## src/design/sfsp_defs.vh

```
/*
 * Constants of the flash status and protection block: opcodes, status bit
 * positions, reset values and the status write timing.
 * Assumes a 50 MHz system clock and inclusion by every design file.
 */
`ifndef SFSP_DEFS_VH
`define SFSP_DEFS_VH

// ----------------------------------------------------------------------
// Opcodes
// ----------------------------------------------------------------------
`define SFSP_OP_WRITE_STATUS 8'h01
`define SFSP_OP_WRITE_DISABLE 8'h04
`define SFSP_OP_READ_STATUS 8'h05
`define SFSP_OP_WRITE_ENABLE 8'h06
`define SFSP_OP_QUAD_ENTRY 8'h38
`define SFSP_OP_QUAD_RESET 8'hFF

// ----------------------------------------------------------------------
// Status byte fields
// ----------------------------------------------------------------------
`define SFSP_BIT_PROTECT 7
`define SFSP_BIT_PIN_DIS 6
`define SFSP_BP_HI 5
`define SFSP_BP_LO 2
`define SFSP_BIT_WEL 1
`define SFSP_BIT_BUSY 0
`define SFSP_NV_RESET 6'h00

// ----------------------------------------------------------------------
// Frame lengths in received bits
// ----------------------------------------------------------------------
`define SFSP_OPCODE_BITS 6'h08
`define SFSP_WRITE_STATUS_CMD_BITS 6'h10

// ----------------------------------------------------------------------
// Timing
// ----------------------------------------------------------------------
`define SFSP_CLK_MHZ 50
`define SFSP_STATUS_WRITE_TIME_US 5000
`define SFSP_STATUS_WRITE_CYCLES (`SFSP_STATUS_WRITE_TIME_US * `SFSP_CLK_MHZ)

`endif

```

## src/design/sfsp_status_protect.v

```verilog
/*
 * Status register and protection logic of a serial NOR flash: write
 * enable latch, busy flag, block protect, status protect / OTP lock,
 * pin disable, quad command mode, and the status read and write commands.
 * Assumes link pins synchronous to clk_in and an array engine outside that
 * asks for permission and reports busy and completion.
 */
`timescale 1ns/1ns
`include "sfsp_defs.vh"

module sfsp_status_protect #(
    parameter [31:0] STATUS_WRITE_CYCLES = `SFSP_STATUS_WRITE_CYCLES
) (
    // Clock and reset
    input wire clk_in,
    input wire reset_in,
    // Serial link
    input wire cs_n_in,
    input wire sclk_in,
    input wire [3:0] dq_in,
    output wire [3:0] dq_out,
    output wire [3:0] dq_oe_out,
    // Hold pin function
    output wire hold_active_out,
    // OTP mode control
    input wire otp_enter_in,
    output wire otp_mode_out,
    // Array operation permission
    input wire op_req_in,
    input wire op_chip_erase_in,
    input wire op_hits_protect_in,
    input wire op_otp_sector_in,
    output wire op_grant_out,
    output wire op_reject_out,
    // Array operation progress
    input wire array_busy_in,
    input wire array_done_in,
    // Status view
    output wire [7:0] status_out,
    output wire quad_mode_out,
    output wire hw_protect_out
);

// ----------------------------------------------------------------------
// State of the status read output
// ----------------------------------------------------------------------
localparam [2:0] ST_IDLE = 3'b001;
localparam [2:0] ST_READ = 3'b010;
localparam [2:0] ST_SKIP = 3'b100;

reg [2:0] state_reg;
reg [2:0] state_next;

// ----------------------------------------------------------------------
// Status storage
// ----------------------------------------------------------------------
reg protect_reg;
reg pin_disable_reg;
reg [3:0] block_protect_reg;
reg write_enable_latch_reg;
reg otp_lock_reg;
reg otp_mode_reg;
reg quad_mode_reg;
reg [7:0] out_shift_reg;
reg [2:0] out_count_reg;
reg [3:0] dq_out_reg;
reg [3:0] dq_oe_reg;
reg [7:0] opcode_reg;
reg grant_reg;
reg reject_reg;
reg write_status_cmd_start_reg;

wire [15:0] rx_shift;
wire [5:0] rx_count;
wire opcode_strobe;
wire cs_rise;
wire sclk_fall;
wire write_status_cmd_busy;
wire write_status_cmd_done;
wire busy_flag;
wire hardware_protected_mode;
wire [7:0] status_byte;
wire frame_opcode_only;
wire frame_write_status_cmd;
wire write_status_cmd_ok;
wire op_ok;
wire [5:0] nv_reset_value;

// ----------------------------------------------------------------------
// Helpers
// ----------------------------------------------------------------------
function [7:0] pack_status;
    input top_bit;
    input pin_dis;
    input [3:0] bp;
    input write_enable_latch;
    input busy;
    begin
        pack_status = {top_bit, pin_dis, bp, write_enable_latch, busy};
    end
endfunction

function is_opcode;
    input [7:0] code;
    input [7:0] want;
    begin
        is_opcode = (code == want);
    end
endfunction

// ----------------------------------------------------------------------
// Submodules
// ----------------------------------------------------------------------
sfsp_link_rx u_rx (
    .clk_in(clk_in),
    .reset_in(reset_in),
    .cs_n_in(cs_n_in),
    .sclk_in(sclk_in),
    .dq_in(dq_in),
    .quad_in(quad_mode_reg),
    .shift_out(rx_shift),
    .bit_count_out(rx_count),
    .opcode_strobe_out(opcode_strobe),
    .cs_rise_out(cs_rise),
    .sclk_fall_out(sclk_fall)
);

sfsp_write_timer #(
    .CYCLES(STATUS_WRITE_CYCLES)
) u_timer (
    .clk_in(clk_in),
    .reset_in(reset_in),
    .start_in(write_status_cmd_start_reg),
    .busy_out(write_status_cmd_busy),
    .done_out(write_status_cmd_done)
);

// ----------------------------------------------------------------------
// Derived status
// ----------------------------------------------------------------------
assign busy_flag = write_status_cmd_busy | write_status_cmd_start_reg | array_busy_in;
// Protect pin is DQ2; pins ignored when disabled or carrying quad data
assign hardware_protected_mode = protect_reg & ~dq_in[2] & ~pin_disable_reg & ~quad_mode_reg;
assign hold_active_out = ~pin_disable_reg & ~quad_mode_reg & ~dq_in[3] & ~cs_n_in;
assign status_byte = pack_status(otp_mode_reg ? otp_lock_reg : protect_reg, pin_disable_reg,
                                 block_protect_reg, write_enable_latch_reg, busy_flag);
assign status_out = status_byte;
assign nv_reset_value = `SFSP_NV_RESET;
assign quad_mode_out = quad_mode_reg;
assign hw_protect_out = hardware_protected_mode;
assign otp_mode_out = otp_mode_reg;
assign dq_out = dq_out_reg;
assign dq_oe_out = dq_oe_reg;
assign op_grant_out = grant_reg;
assign op_reject_out = reject_reg;

assign frame_opcode_only = cs_rise & (rx_count == `SFSP_OPCODE_BITS);
assign frame_write_status_cmd = cs_rise & (rx_count == `SFSP_WRITE_STATUS_CMD_BITS) &
                    is_opcode(rx_shift[15:8], `SFSP_OP_WRITE_STATUS);
assign write_status_cmd_ok = frame_write_status_cmd & write_enable_latch_reg & ~busy_flag &
                 ~hardware_protected_mode;

// Array operation checks: latch, busy, range, chip erase, OTP lock
assign op_ok = write_enable_latch_reg & ~busy_flag &
               ~(op_hits_protect_in & (block_protect_reg != 4'h0)) &
               ~(op_chip_erase_in & (block_protect_reg != 4'h0)) &
               ~(op_otp_sector_in & otp_mode_reg & otp_lock_reg);

// ----------------------------------------------------------------------
// Status read shifter state
// ----------------------------------------------------------------------
always @* begin
    state_next = state_reg;
    case (state_reg)
        ST_IDLE: begin
            if (opcode_strobe) begin
                if (is_opcode(rx_shift[7:0], `SFSP_OP_READ_STATUS)) begin
                    state_next = ST_READ;
                end else begin
                    state_next = ST_SKIP;
                end
            end
        end
        ST_READ: begin
            if (cs_n_in) begin
                state_next = ST_IDLE;
            end
        end
        ST_SKIP: begin
            if (cs_n_in) begin
                state_next = ST_IDLE;
            end
        end
        default: begin
            state_next = ST_IDLE;
        end
    endcase
    if (cs_n_in) begin
        state_next = ST_IDLE;
    end
end

// ----------------------------------------------------------------------
// Output shifting on falling serial clock
// ----------------------------------------------------------------------
always @(posedge clk_in) begin
    if (reset_in) begin
        state_reg <= ST_IDLE;
        out_shift_reg <= 8'h00;
        out_count_reg <= 3'h0;
        dq_out_reg <= 4'h0;
        dq_oe_reg <= 4'h0;
    end else begin
        state_reg <= state_next;
        if (cs_n_in || state_reg != ST_READ) begin
            out_count_reg <= 3'h0;
            dq_oe_reg <= 4'h0;
            dq_out_reg <= 4'h0;
        end else if (sclk_fall) begin
            if (quad_mode_reg) begin
                // Two nibbles per byte on all four lines
                if (out_count_reg == 3'h0) begin
                    dq_out_reg <= status_byte[7:4];
                    out_shift_reg <= status_byte;
                    out_count_reg <= 3'h1;
                end else begin
                    dq_out_reg <= out_shift_reg[3:0];
                    out_count_reg <= 3'h0;
                end
                dq_oe_reg <= 4'hF;
            end else begin
                // One bit per falling edge on DQ1
                if (out_count_reg == 3'h0) begin
                    dq_out_reg <= {2'h0, status_byte[7], 1'b0};
                    out_shift_reg <= {status_byte[6:0], 1'b0};
                end else begin
                    dq_out_reg <= {2'h0, out_shift_reg[7], 1'b0};
                    out_shift_reg <= {out_shift_reg[6:0], 1'b0};
                end
                out_count_reg <= out_count_reg + 3'h1;
                dq_oe_reg <= 4'h2;
            end
        end
    end
end

// ----------------------------------------------------------------------
// Command execution at the end of a frame
// ----------------------------------------------------------------------
always @(posedge clk_in) begin
    if (reset_in) begin
        protect_reg <= nv_reset_value[5];
        pin_disable_reg <= nv_reset_value[4];
        block_protect_reg <= nv_reset_value[3:0];
        write_enable_latch_reg <= 1'b0;
        otp_lock_reg <= 1'b0;
        otp_mode_reg <= 1'b0;
        quad_mode_reg <= 1'b0;
        opcode_reg <= 8'h00;
        grant_reg <= 1'b0;
        reject_reg <= 1'b0;
        write_status_cmd_start_reg <= 1'b0;
    end else begin
        grant_reg <= 1'b0;
        reject_reg <= 1'b0;
        write_status_cmd_start_reg <= 1'b0;
        if (opcode_strobe) begin
            opcode_reg <= rx_shift[7:0];
        end
        if (otp_enter_in) begin
            otp_mode_reg <= 1'b1;
        end
        // Array program and erase permission
        if (op_req_in) begin
            if (op_ok) begin
                grant_reg <= 1'b1;
            end else begin
                reject_reg <= 1'b1;
            end
        end
        // Completion of a timed status write or array operation
        if (write_status_cmd_done || array_done_in) begin
            write_enable_latch_reg <= 1'b0;
        end
        if (frame_opcode_only) begin
            if (is_opcode(rx_shift[7:0], `SFSP_OP_WRITE_ENABLE) && !busy_flag) begin
                write_enable_latch_reg <= 1'b1;
            end else if (is_opcode(rx_shift[7:0], `SFSP_OP_WRITE_DISABLE) && !busy_flag) begin
                if (otp_mode_reg) begin
                    otp_mode_reg <= 1'b0;
                end else begin
                    write_enable_latch_reg <= 1'b0;
                end
            end else if (is_opcode(rx_shift[7:0], `SFSP_OP_QUAD_ENTRY)) begin
                quad_mode_reg <= 1'b1;
            end else if (is_opcode(rx_shift[7:0], `SFSP_OP_QUAD_RESET) && quad_mode_reg) begin
                quad_mode_reg <= 1'b0;
            end
        end
        if (write_status_cmd_ok) begin
            write_status_cmd_start_reg <= 1'b1;
            if (otp_mode_reg) begin
                otp_lock_reg <= 1'b1;
            end else begin
                // Latch and busy bits of the data byte are dropped
                protect_reg <= rx_shift[`SFSP_BIT_PROTECT];
                pin_disable_reg <= rx_shift[`SFSP_BIT_PIN_DIS];
                block_protect_reg <= rx_shift[`SFSP_BP_HI:`SFSP_BP_LO];
            end
        end
    end
end

endmodule // sfsp_status_protect

```

## src/design/sfsp_link_rx.v

```verilog
/*
 * Serial link receiver: finds serial clock edges, counts and shifts in
 * bits, one or four per rising edge, while chip select is low.
 * Assumes all link pins are synchronous to clk_in.
 */
`timescale 1ns/1ns
`include "sfsp_defs.vh"

module sfsp_link_rx (
    // Clock and reset
    input wire clk_in,
    input wire reset_in,
    // Link pins
    input wire cs_n_in,
    input wire sclk_in,
    input wire [3:0] dq_in,
    input wire quad_in,
    // Decoded frame
    output wire [15:0] shift_out,
    output wire [5:0] bit_count_out,
    output wire opcode_strobe_out,
    output wire cs_rise_out,
    output wire sclk_fall_out
);

reg sclk_prev_reg;
reg cs_prev_reg;
reg [15:0] shift_reg;
reg [15:0] shift_next;
reg [5:0] count_reg;
reg [5:0] count_next;
reg strobe_reg;

wire sclk_rise;

assign sclk_rise = ~cs_n_in & sclk_in & ~sclk_prev_reg;
assign sclk_fall_out = ~cs_n_in & ~sclk_in & sclk_prev_reg;
assign cs_rise_out = cs_n_in & ~cs_prev_reg;
assign shift_out = shift_reg;
assign bit_count_out = count_reg;
assign opcode_strobe_out = strobe_reg;

// ----------------------------------------------------------------------
// Shift, most significant first
// ----------------------------------------------------------------------
always @* begin
    shift_next = shift_reg;
    count_next = count_reg;
    if (cs_n_in) begin
        count_next = 6'h00;
    end else if (sclk_rise) begin
        if (quad_in) begin
            shift_next = {shift_reg[11:0], dq_in};
            count_next = (count_reg > 6'h3B) ? 6'h3F : count_reg + 6'h04;
        end else begin
            shift_next = {shift_reg[14:0], dq_in[0]};
            count_next = (count_reg == 6'h3F) ? 6'h3F : count_reg + 6'h01;
        end
    end
end

always @(posedge clk_in) begin
    if (reset_in) begin
        sclk_prev_reg <= 1'b0;
        cs_prev_reg <= 1'b1;
        shift_reg <= 16'h0000;
        count_reg <= 6'h00;
        strobe_reg <= 1'b0;
    end else begin
        sclk_prev_reg <= sclk_in;
        cs_prev_reg <= cs_n_in;
        shift_reg <= shift_next;
        count_reg <= count_next;
        strobe_reg <= sclk_rise & (count_next == `SFSP_OPCODE_BITS) & (count_reg != `SFSP_OPCODE_BITS);
    end
end

endmodule // sfsp_link_rx

```

## src/design/sfsp_write_timer.v

```verilog
/*
 * Self-timed status write cycle: busy for a fixed count after a start.
 * Assumes start pulses come only while idle.
 */
`timescale 1ns/1ns
`include "sfsp_defs.vh"

module sfsp_write_timer #(
    parameter [31:0] CYCLES = `SFSP_STATUS_WRITE_CYCLES
) (
    // Clock and reset
    input wire clk_in,
    input wire reset_in,
    // Control
    input wire start_in,
    output wire busy_out,
    output wire done_out
);

reg [31:0] count_reg;

assign busy_out = (count_reg != 32'h00000000);
// Last busy cycle, so the latch clears as busy drops
assign done_out = (count_reg == 32'h00000001);

// ----------------------------------------------------------------------
// Down counter
// ----------------------------------------------------------------------
always @(posedge clk_in) begin
    if (reset_in) begin
        count_reg <= 32'h00000000;
    end else begin
        if (start_in && !busy_out) begin
            count_reg <= CYCLES;
        end else if (busy_out) begin
            count_reg <= count_reg - 32'h00000001;
        end
    end
end

endmodule // sfsp_write_timer

```

## config.mk

```make
export PLATFORM = sky130hd
export DESIGN_NAME = sfsp_status_protect
export DESIGN_NICKNAME = d
export VERILOG_FILES = /design/src/design/sfsp_status_protect.v /design/src/design/sfsp_link_rx.v /design/src/design/sfsp_write_timer.v
export VERILOG_INCLUDE_DIRS = /design/src /design/src/design
export SDC_FILE = /design/constraint.sdc
export NUM_CORES = 1
export LEC_CHECK = 0
export BUFFER_PORTS_ARGS = -buffer_cell sky130_fd_sc_hd__buf_4
export CAP_MARGIN = 0
export CELL_PAD_IN_SITES_DETAIL_PLACEMENT = 0
export CELL_PAD_IN_SITES_GLOBAL_PLACEMENT = 1
export CORE_AREA = 2 2 105 107
export DETAILED_ROUTE_END_ITERATION = 12
export DIE_AREA = 0 0 107 109
export PLACE_DENSITY = 0.83
export SLEW_MARGIN = 20
export SYNTH_ARGS = -nofsm -noshare
export SYNTH_HDL_FRONTEND = slang
export SYNTH_SLANG_ARGS = --single-unit
export TNS_END_PERCENT = 20
```

## constraint.sdc

```tcl
create_clock -name clk_in -period 3.36 [get_ports clk_in]
set_clock_uncertainty 0.05 [all_clocks]
set_input_delay 0.168 -clock clk_in [delete_from_list [all_inputs] [get_ports clk_in]]
set_output_delay 0.168 -clock clk_in [all_outputs]
set_load 0.02 [all_outputs]
```

* Word level (Yosys, flattened, before mapping)
Index checks and enable logic that the tools add are counted.
Storage, ports and cells: flip-flop bits (word level) 92, input port bits 15, output and inout port bits 22, word-level logic and storage cells 153
Operators by class: add/sub/neg operators 4, magnitude comparators 1, eq/ne operators 18, multiplexer cells 36, bitwise logic cells 48, reductions and logical operators 24
Operator list (number):
- 2-to-1 mux 18 bit | 2
- == test 32 x 1 -> 1 bit, second input constant | 1
- nonzero test 32 bit | 1
- subtractor 32 x 1 -> 32 bit, second input constant | 1
- 2-to-1 mux 6 bit | 5
- AND 1 bit | 27
- == test 8 x 3 -> 1 bit, second input constant | 3
- 2-to-1 mux 8 bit | 3
- NOT 1 bit | 19
- 2-to-1 mux 1 bit | 17
- 2-to-1 mux 16 bit | 1
- == test 6 x 4 -> 1 bit, second input constant | 2
- 2-to-1 mux 4 bit | 3
- OR reduction 2 bit | 5
- 2-to-1 mux 3 bit | 3
- == test 8 x 1 -> 1 bit, second input constant | 1
- == test 8 x 6 -> 1 bit, second input constant | 1
- == test 8 bit, second input constant | 1
- AND reduction 2 bit | 4
- adder 6 x 1 -> 6 bit, second input constant | 1
- adder 6 x 3 -> 6 bit, second input constant | 1
- == test 6 x 5 -> 1 bit, second input constant | 1
- == test 6 bit, second input constant | 1
- > comparator 6 bit, second input constant | 1
- other kinds (18) | 26

* Logic depth before layout (Yosys ltp)
Gate-level depths: netlist of run 1.
word-level depth 9, gate-level depth with buffers 10, depth with buffers taken out 7

* Cells and area by module
A second synthesis of run 1 with hierarchy kept.
Second synthesis, totals: cell total of the unflattened synthesis 558, area, all modules 4787.1 um^2
By module, submodules not included:
- sfsp_status_protect | times used 1, cells each 202, area each 1760.4 um^2, sequential area each 660.6 um^2
- sfsp_write_timer | times used 1, cells each 204, area each 1720.4 um^2, sequential area each 640.6 um^2
- sfsp_link_rx | times used 1, cells each 152, area each 1306.3 um^2, sequential area each 500.5 um^2

* Worst setup path after synthesis of run 1
Ideal clock, no wire load.
path kind register to register, from register u_timer.count_reg[7], to register block_protect_reg[0], library setup time 0.132 ns, arrival time 2.204 ns, data required time 3.178 ns, path slack 0.974 ns, cell stages (with the launch flop) 7, path buffers 0, clock period less this slack 2.386 ns, path through dfxtp_1 > or4_4 > or4_4 > nor4_4 > inv_2 > o21ai_0 > a21oi_1
On the way: longest elaborated chain between the ends 7
RTL lines:
- from (decl) | RTL line sfsp_write_timer.v:20 | reg [31:0] count_reg;
- from (signal assigned) | RTL line sfsp_write_timer.v:36 | count_reg <= count_reg - 32'h00000001;
- nonzero test 32 bit | RTL line sfsp_write_timer.v:22 | assign busy_out = (count_reg != 32'h00000000);
- bitwise OR 1 bit (2 in series) | RTL line sfsp_status_protect.v:141 | assign busy_flag = write_status_cmd_busy | write_status_cmd_start_reg | array_busy_in;
- net busy_flag | RTL line sfsp_status_protect.v:80 | wire busy_flag;
- NOT 1 bit | RTL line sfsp_status_protect.v:160 | assign write_status_cmd_ok = frame_write_status_cmd & write_enable_latch_reg & ~busy_flag &
- AND 1 bit (2 in series) | RTL line sfsp_status_protect.v:160
- AND reduction 2 bit (no source line)
- to (signal assigned) | RTL line sfsp_status_protect.v:254 | block_protect_reg <= nv_reset_value[3:0];
- to (signal assigned) | RTL line sfsp_status_protect.v:308 | block_protect_reg <= rx_shift[`SFSP_BP_HI:`SFSP_BP_LO];
- to (decl) | RTL line sfsp_status_protect.v:59 | reg [3:0] block_protect_reg;
The timed path passes the listed nets, and every way through them passes these cells. A chain may end at the register's enable or synchronous reset.

* Final worst setup path of run 1
from register u_timer.count_reg[19], to output port status_out[0]
On the way: longest elaborated chain between the ends 3
RTL lines:
- nonzero test 32 bit | RTL line sfsp_write_timer.v:22
- bitwise OR 1 bit (2 in series) | RTL line sfsp_status_protect.v:141
- to (decl) | RTL line sfsp_status_protect.v:39 | output wire [7:0] status_out,
Every way passes these cells.

==> impl_results.md, run 1 <==
- Final Max Tran Viols: 0
- Syn-to-layout area delta: 11.38%
- Avg Cell Area, Syn: 8.476 sq um
- Vias in the first global route: 3,981
- Fin crit share: 89.34%
- Number of post-CTS setup repair buffers: 0
- WS Path Type: register to primary output
- Congestion Overflow GR: 0
- Post-CTS sizing: 0
- Core Area: 10,600 sq um
- Initial Util: 44.61%
- MaxCap Viol Count: 0
- I/O Buffers: 36
- H-tree levels: 3
- CTS Hold Buffers Added: 2
- CTS Buffer Depth: 2
- Share of cells above drive strength 1: 13.62%
- DRC: 0
- Post-synth top cells: dfxtp_1, nor2_1, a21oi_1
- DP HPWL: 7967 um
- Final Hold Fails: 0
- Unrepaired setup endpoints after global routing: no
- Fmax achieved: 333.1 MHz
- RD Place Congestion: 0.8311
- Fillcell total: 1,024
- Synth Cell Area: 4730 sq um
- Clk sinks: 90
- Top-count cell post-synth: dfxtp_1
- Post-route ant nets: 0
- Worst hold margin: 0.01750 ns
- Routed wire length: 11,340 um
- Multi-input gate area: 2705 sq um
- Run status: completed
- Tmin final: 3.002 ns
- CTS root buf: clkbuf_8
- Row count: 38
- Clock power share: 18.5%
- Number of antenna violations at the first check in global routing: 0
- VDD IR-drop max: 0.6237 mV
- Die Span X: 107 um
- Drt wl/cell: 15.75 um
- Instance count of the mapped netlist: 558
- Post-Syn Nets: 584
- Final setup violation count: 0
- P per Cell Area: 726.3 nW/um^2
- Top_reg_cell synth: dfxtp_1
- Switching share of power: 42.36%
- Worst setup SP type: register
- Top-area cell type share of the netlist area: 38.10%
- N_diodes: 0
- Critical Path AT: 2.78 ns
- FF+latch area: 1802 sq um
- Clock latency at the later pin of the worst-skew pair: 0.37 ns
- Crit path max fanout: 10
- Die area: 11,660 sq um
- Initial DRC Count: 211
- Vias per inst: 5.875
- Count of different cell masters after synthesis: 64
- Max reg flops: 32
- First-pass GRT wire length: 19,090 um
- Number of flops mapped to enable cells by yosys: 0
- CTS Buf Count: 9
- Logic pwr share: 44.3%
- Cell taking the most area after synthesis: dfxtp_1
- Worst-margin pin slew: 0.7345 ns
- Clock transition at path regs: 0.08 ns
- Yosys warning total: 0
- Pin count of the biggest net entering global routing: 53
- Seq pwr share: 37.3%
- GRT Overall Usage: 20.40%
- Hold path cells: 3
- Worst slew margin: 50.66%
- Ranking of synthesized cells by area: dfxtp_1, mux2i_1, a211oi_1, a21oi_1, nor2_1
- Sequential area share after synthesis: 38.10%
- Leakage: 1.840 nW
- Final total power: 3.826 mW
- Nets: 601
- Worst Path Required: 3.14 ns
- Reg2Reg Depth: 6
- P_sw: 1.621 mW
- Io pins: 37
- First-pass iteration count of the detailed router: 5
- Setup crit end kind: primary output
- #FFs+latches synth: 90
- Detailed-route via count: 4,230
- Hold Path Class: input pin to register
- Post-synth ARST share: 0%
- Fin util: 49.68%
- Int Pwr: 2.205 mW
- TNS Setup: 0 ns
- DIE HEIGHT: 109 um
- CTS tree: done
[layout make-up]
cell class | count | area share (%)
multi-input combinational | 414 | 51.35
inverter | 14 | 0.9976
clock inverter | 2 | 0.1900
timing repair buffer | 46 | 6.651
tap | 140 | 3.325
clock buffer | 14 | 3.278
sequential | 90 | 34.20
[cell usage in the layout, fill, tap and decap left out, types with 4 or more instances in the layout]
| master | Yosys | layout |
|---|---|---|
| or4_1 | 13 | 13 |
| nor2b_1 | 4 | 4 |
| and3_1 | 4 | 4 |
| a211oi_1 | 28 | 28 |
| mux2i_1 | 22 | 22 |
| nand2b_1 | 11 | 11 |
| o21ai_0 | 22 | 22 |
| a22oi_1 | 6 | 6 |
| o2bb2ai_1 | 5 | 5 |
| nor4_1 | 7 | 7 |
| ha_1 | 11 | 11 |
| dfxtp_1 | 90 | 90 |
| inv_1 | 13 | 13 |
| a21oi_1 | 42 | 42 |
| nand2_1 | 32 | 32 |
| or3_1 | 16 | 16 |
| nand3b_1 | 7 | 7 |
| buf_4 | 6 | 44 |
| xnor2_1 | 5 | 5 |
| nor3_1 | 18 | 18 |
| or2_2 | 6 | 6 |
| nand3_1 | 21 | 21 |
| clkbuf_8 | 0 | 12 |
| o31ai_1 | 10 | 10 |
| o41ai_1 | 6 | 6 |
| nor2_1 | 56 | 55 |
| nor4b_1 | 5 | 5 |
| a311oi_1 | 4 | 4 |
[path summary, 6_finish.rpt]
| path | start | to | slack, ns |
|---|---|---|---|
| worst min-delay path | op_req_in | op_reject_out | 0.02 |
| worst min register to register | dq_out[2] | dq_out[2] | 0.41 |
| worst max register to register | u_timer.count_reg[19] | block_protect_reg[1] | 0.67 |
| worst max-delay path | u_timer.count_reg[19] | status_out[0] | 0.36 |
[metal layers]
layer	vias up	global-route usage, %	routed length (um)
met5	-	0	0
met4	0	9.647	201
met3	14	3.048	376
met2	81	34.17	5510
met1	2016	25.94	5251
li1	2119	-	-
[power by group through the flow]
stage          Combinational [mW]  Clock, mW  Sequential, mW
6_report                     1.69      0.706            1.43
5_1_grt                      1.90      0.769            1.46
4_1_cts                      1.69      0.729            1.42
3_5_place_dp                 1.68          0            1.44
3_3_place_gp                 1.65          0            1.44
2_1_floorplan                1.36          0            1.40
[cell families (layout without fill, tap and decap cells)]
| family | after synthesis | after routing | synth area share, % |
|---|---|---|---|
| AO/OA/AOI/OAI | 145 | 145 | 20.34 |
| XOR/XNOR | 6 | 6 | 1.111 |
| adder cells (fa/ha/maj) | 11 | 11 | 2.910 |
| buffers and inverters | 54 | 76 | 4.868 |
| flip-flops | 90 | 90 | 38.10 |
| multiplexers | 23 | 23 | 5.132 |
| AND/OR/NAND/NOR | 229 | 229 | 27.54 |
[stage by stage]
| stage | area (sq um) | instances | worst slack, ns |
|---|---|---|---|
| after global routing | 5268 | 720 | 0.1465 |
| after floorplan | 4730 | 558 | 0.9736 |
| after global placement | 5060 | 702 | 0.7989 |
| after detailed placement | 5060 | 702 | 0.7242 |
| after CTS | 5263 | 720 | 0.3745 |
| final | 5268 | 720 | 0.3582 |
[critical path, cell delays in order, from the launching register on]
cell and delay, ns:
dfxtp_1 0.35, nor3_1 0.63, nand4_1 0.40, nor4_4 0.65, inv_2 0.18, buf_4 0.21
(Power assumes the default switching activity.)
==> inputs of run 2 (changes only) <==
GPL_TIMING_DRIVEN = 0   (was not set)
REMOVE_ABC_BUFFERS = 1   (was not set)
==> run 2 against run 1 <==
  * Sequential cell count did not move
  * Via count fell by 1.3%
  * Critical path depth unchanged
  * Critical endpoint unchanged
  * Largest power group unchanged
==> impl_results.md, run 2 (same netlist as run 1, synthesis figures left out) <==
- Initial DRC Count: 306 (+45%)
- Final Max Tran Viols: 0 (unchanged)
- Worst setup SP type: register
- CTS tree: done
- Syn-to-layout area delta: 11.30% (about the same)
- Die Span X: 107 um (unchanged)
- R2R Path Start: u_timer.count_reg[0]
- Fin util: 49.65% (about the same)
- TNS Setup: 0 ns (unchanged)
- Final setup violation count: 0 (unchanged)
- Vias in the first global route: 3,881 (-2.5%)
- Initial Util: 44.61% (unchanged)
- Core Area: 10,600 sq um (unchanged)
- Share of cells above drive strength 1: 13.22% (-0.40 points)
- Grt met3 use: 2.451% (-0.60 points)
- Post-Layout Cell Count: 715 (-0.69%)
- Nets: 596 (-0.83%)
- CTS Buf Count: 9 (unchanged)
- Crit path max fanout: 10 (unchanged)
- Routed wire length: 11,260 um (-0.72%)
- Vias per inst: 5.838 (-0.63%)
- Worst-margin pin slew: 0.9505 ns (+0.2160 ns)
- Pin count of the biggest net entering global routing: 53 (unchanged)
- Run status: completed
- GRT Overall Usage: 20.40% (about the same)
- Hold Path Class: input pin to register
- Met1 usage: 28.76% (+2.8 points)
- Fin crit share: 92.31% (+3.0 points)
- Post-CTS sizing: 0 (unchanged)
- Drt wl/cell: 15.74 um (about the same)
- Final worst slack: 0.2583 ns (-0.09993 ns)
- Number of antenna violations at the first check in global routing: 0 (unchanged)
- DIE HEIGHT: 109 um (unchanged)
- First-pass GRT wire length: 19,170 um (+0.40%)
- GR peak layer: met2
- RD Place Congestion: 0.8467 (+1.9%)
- Unrepaired setup endpoints after global routing: no
- DP HPWL: 7707 um (-3.3%)
- Crit. Startpoint: u_timer.count_reg[19]
- Io pins: 37 (unchanged)
- Max reg flops: 32 (unchanged)
- WS Path Type: register to primary output
- CP peak stage delay: 0.67 ns (+0.02 ns)
- Congestion Overflow GR: 0 (unchanged)
- Critical Path AT: 2.88 ns (+0.10 ns)
- Commonest non-fill, non-tap cell in the layout: dfxtp_1
- Fmax achieved: 322.4 MHz (-3.2%)
- CTS root buf: clkbuf_8
- Worst slew margin: 36.15% (-15 points)
- Slowest stage cell, crit path: nor3_1
- Hold_sp: op_req_in
- MaxCap Viol Count: 0 (unchanged)
- Post-place setup slack: 0.4905 ns (-0.2337 ns)
- Placed cells: 697 (-0.71%)
- I/O Buffers: 36 (unchanged)
- Die area: 11,660 sq um (unchanged)
- Critical path cell sequence: nor3_1, nand4_1, nor4_4, inv_2, buf_4
- VDD IR-drop max: 0.4021 mV (-36%)
- Leakage: 1.819 nW (-1.1%)
- Met2 Use GR: 32.03% (-2.1 points)
- Setup crit end kind: primary output
- Most frequent cells in the layout: dfxtp_1, nor2_1, a21oi_1
- First-pass iteration count of the detailed router: 4 (-1)
- Clock latency at the later pin of the worst-skew pair: 0.36 ns (about the same)
- Worst Path Required: 3.14 ns (about the same)
- DRC: 0 (unchanged)
- CTS Buffer Depth: 2 (unchanged)
- H-tree levels: 3 (unchanged)
- Final Hold Fails: 0 (unchanged)
- Tmin final: 3.102 ns (+0.09993 ns)
- Clk sinks: 90 (unchanged)
- Detailed-route via count: 4,174 (-1.3%)
- Clock transition at path regs: 0.08 ns (about the same)
- N_diodes: 0 (unchanged)
- Post-route ant nets: 0 (unchanged)
- P per Cell Area: 725.1 nW/um^2 (-0.17%)
- Row count: 38 (unchanged)
-- run 2: cell count changes in the layout (fill, tap and decap cells not counted), sizes merged --
cell / before / now
buf: 44 / 39
clkbuf: 14 / 15
clkinv: 2 / 0
clkinvlp: 0 / 1
-- run 2: layout make-up --
class	count	area, sq um
multi-input cells	414	2713
clock buffers	15	176.4
inverters	14	52.55
well taps	140	175.2
clock inverters	1	7.507
fillers	1026	5339
flip-flops and latches	90	1803
repair buffers	41	336.6
-- run 2: path summary, 6_finish.rpt --
kind                                 to  slack [ns]  depth (start not counted)
setup / recovery          status_out[0]        0.26                          5
hold / removal            op_reject_out        0.02                          3
setup reg to reg  u_timer.count_reg[31]        0.48                          5
hold reg to reg               dq_out[2]        0.41                          2
-- run 2: metrics by stage --
stage               power, mW  instance area [sq um]  hold WS, ns
floorplan               2.686                   4552       0.1871
global placement        3.025                   4997       0.3617
detailed placement      3.105                   5052       0.3846
CTS                     3.823                   5256     0.007161
global route            4.144                   5264      0.04282
finish                  3.817                   5264      0.02439
-- run 2: critical path, delay by kind of cell (launching register included) --
kind	cells	cell delay [ns]
simple gates	3	1.77
buf+inv	2	0.41
flops	1	0.35
-- run 2: layer usage --
layer / up-vias / wire length [um]
met3: 10 / 316
met4: 0 / 159
li1: 2114 / -
met2: 59 / 5196
met5: - / 0
met1: 1991 / 5585
-- run 2: repair_timing --
item,CTS,global route
endpoints found under the hold margin,2,0
setup buffers,0,0
setup endpoints to repair,0,0
hold buffers,2,0
-- run 2: where the power goes --
part           internal [mW]  total (mW)  switching, mW
logic                  0.614        1.69           1.07
registers               1.24        1.43          0.190
clock network          0.332       0.704          0.373
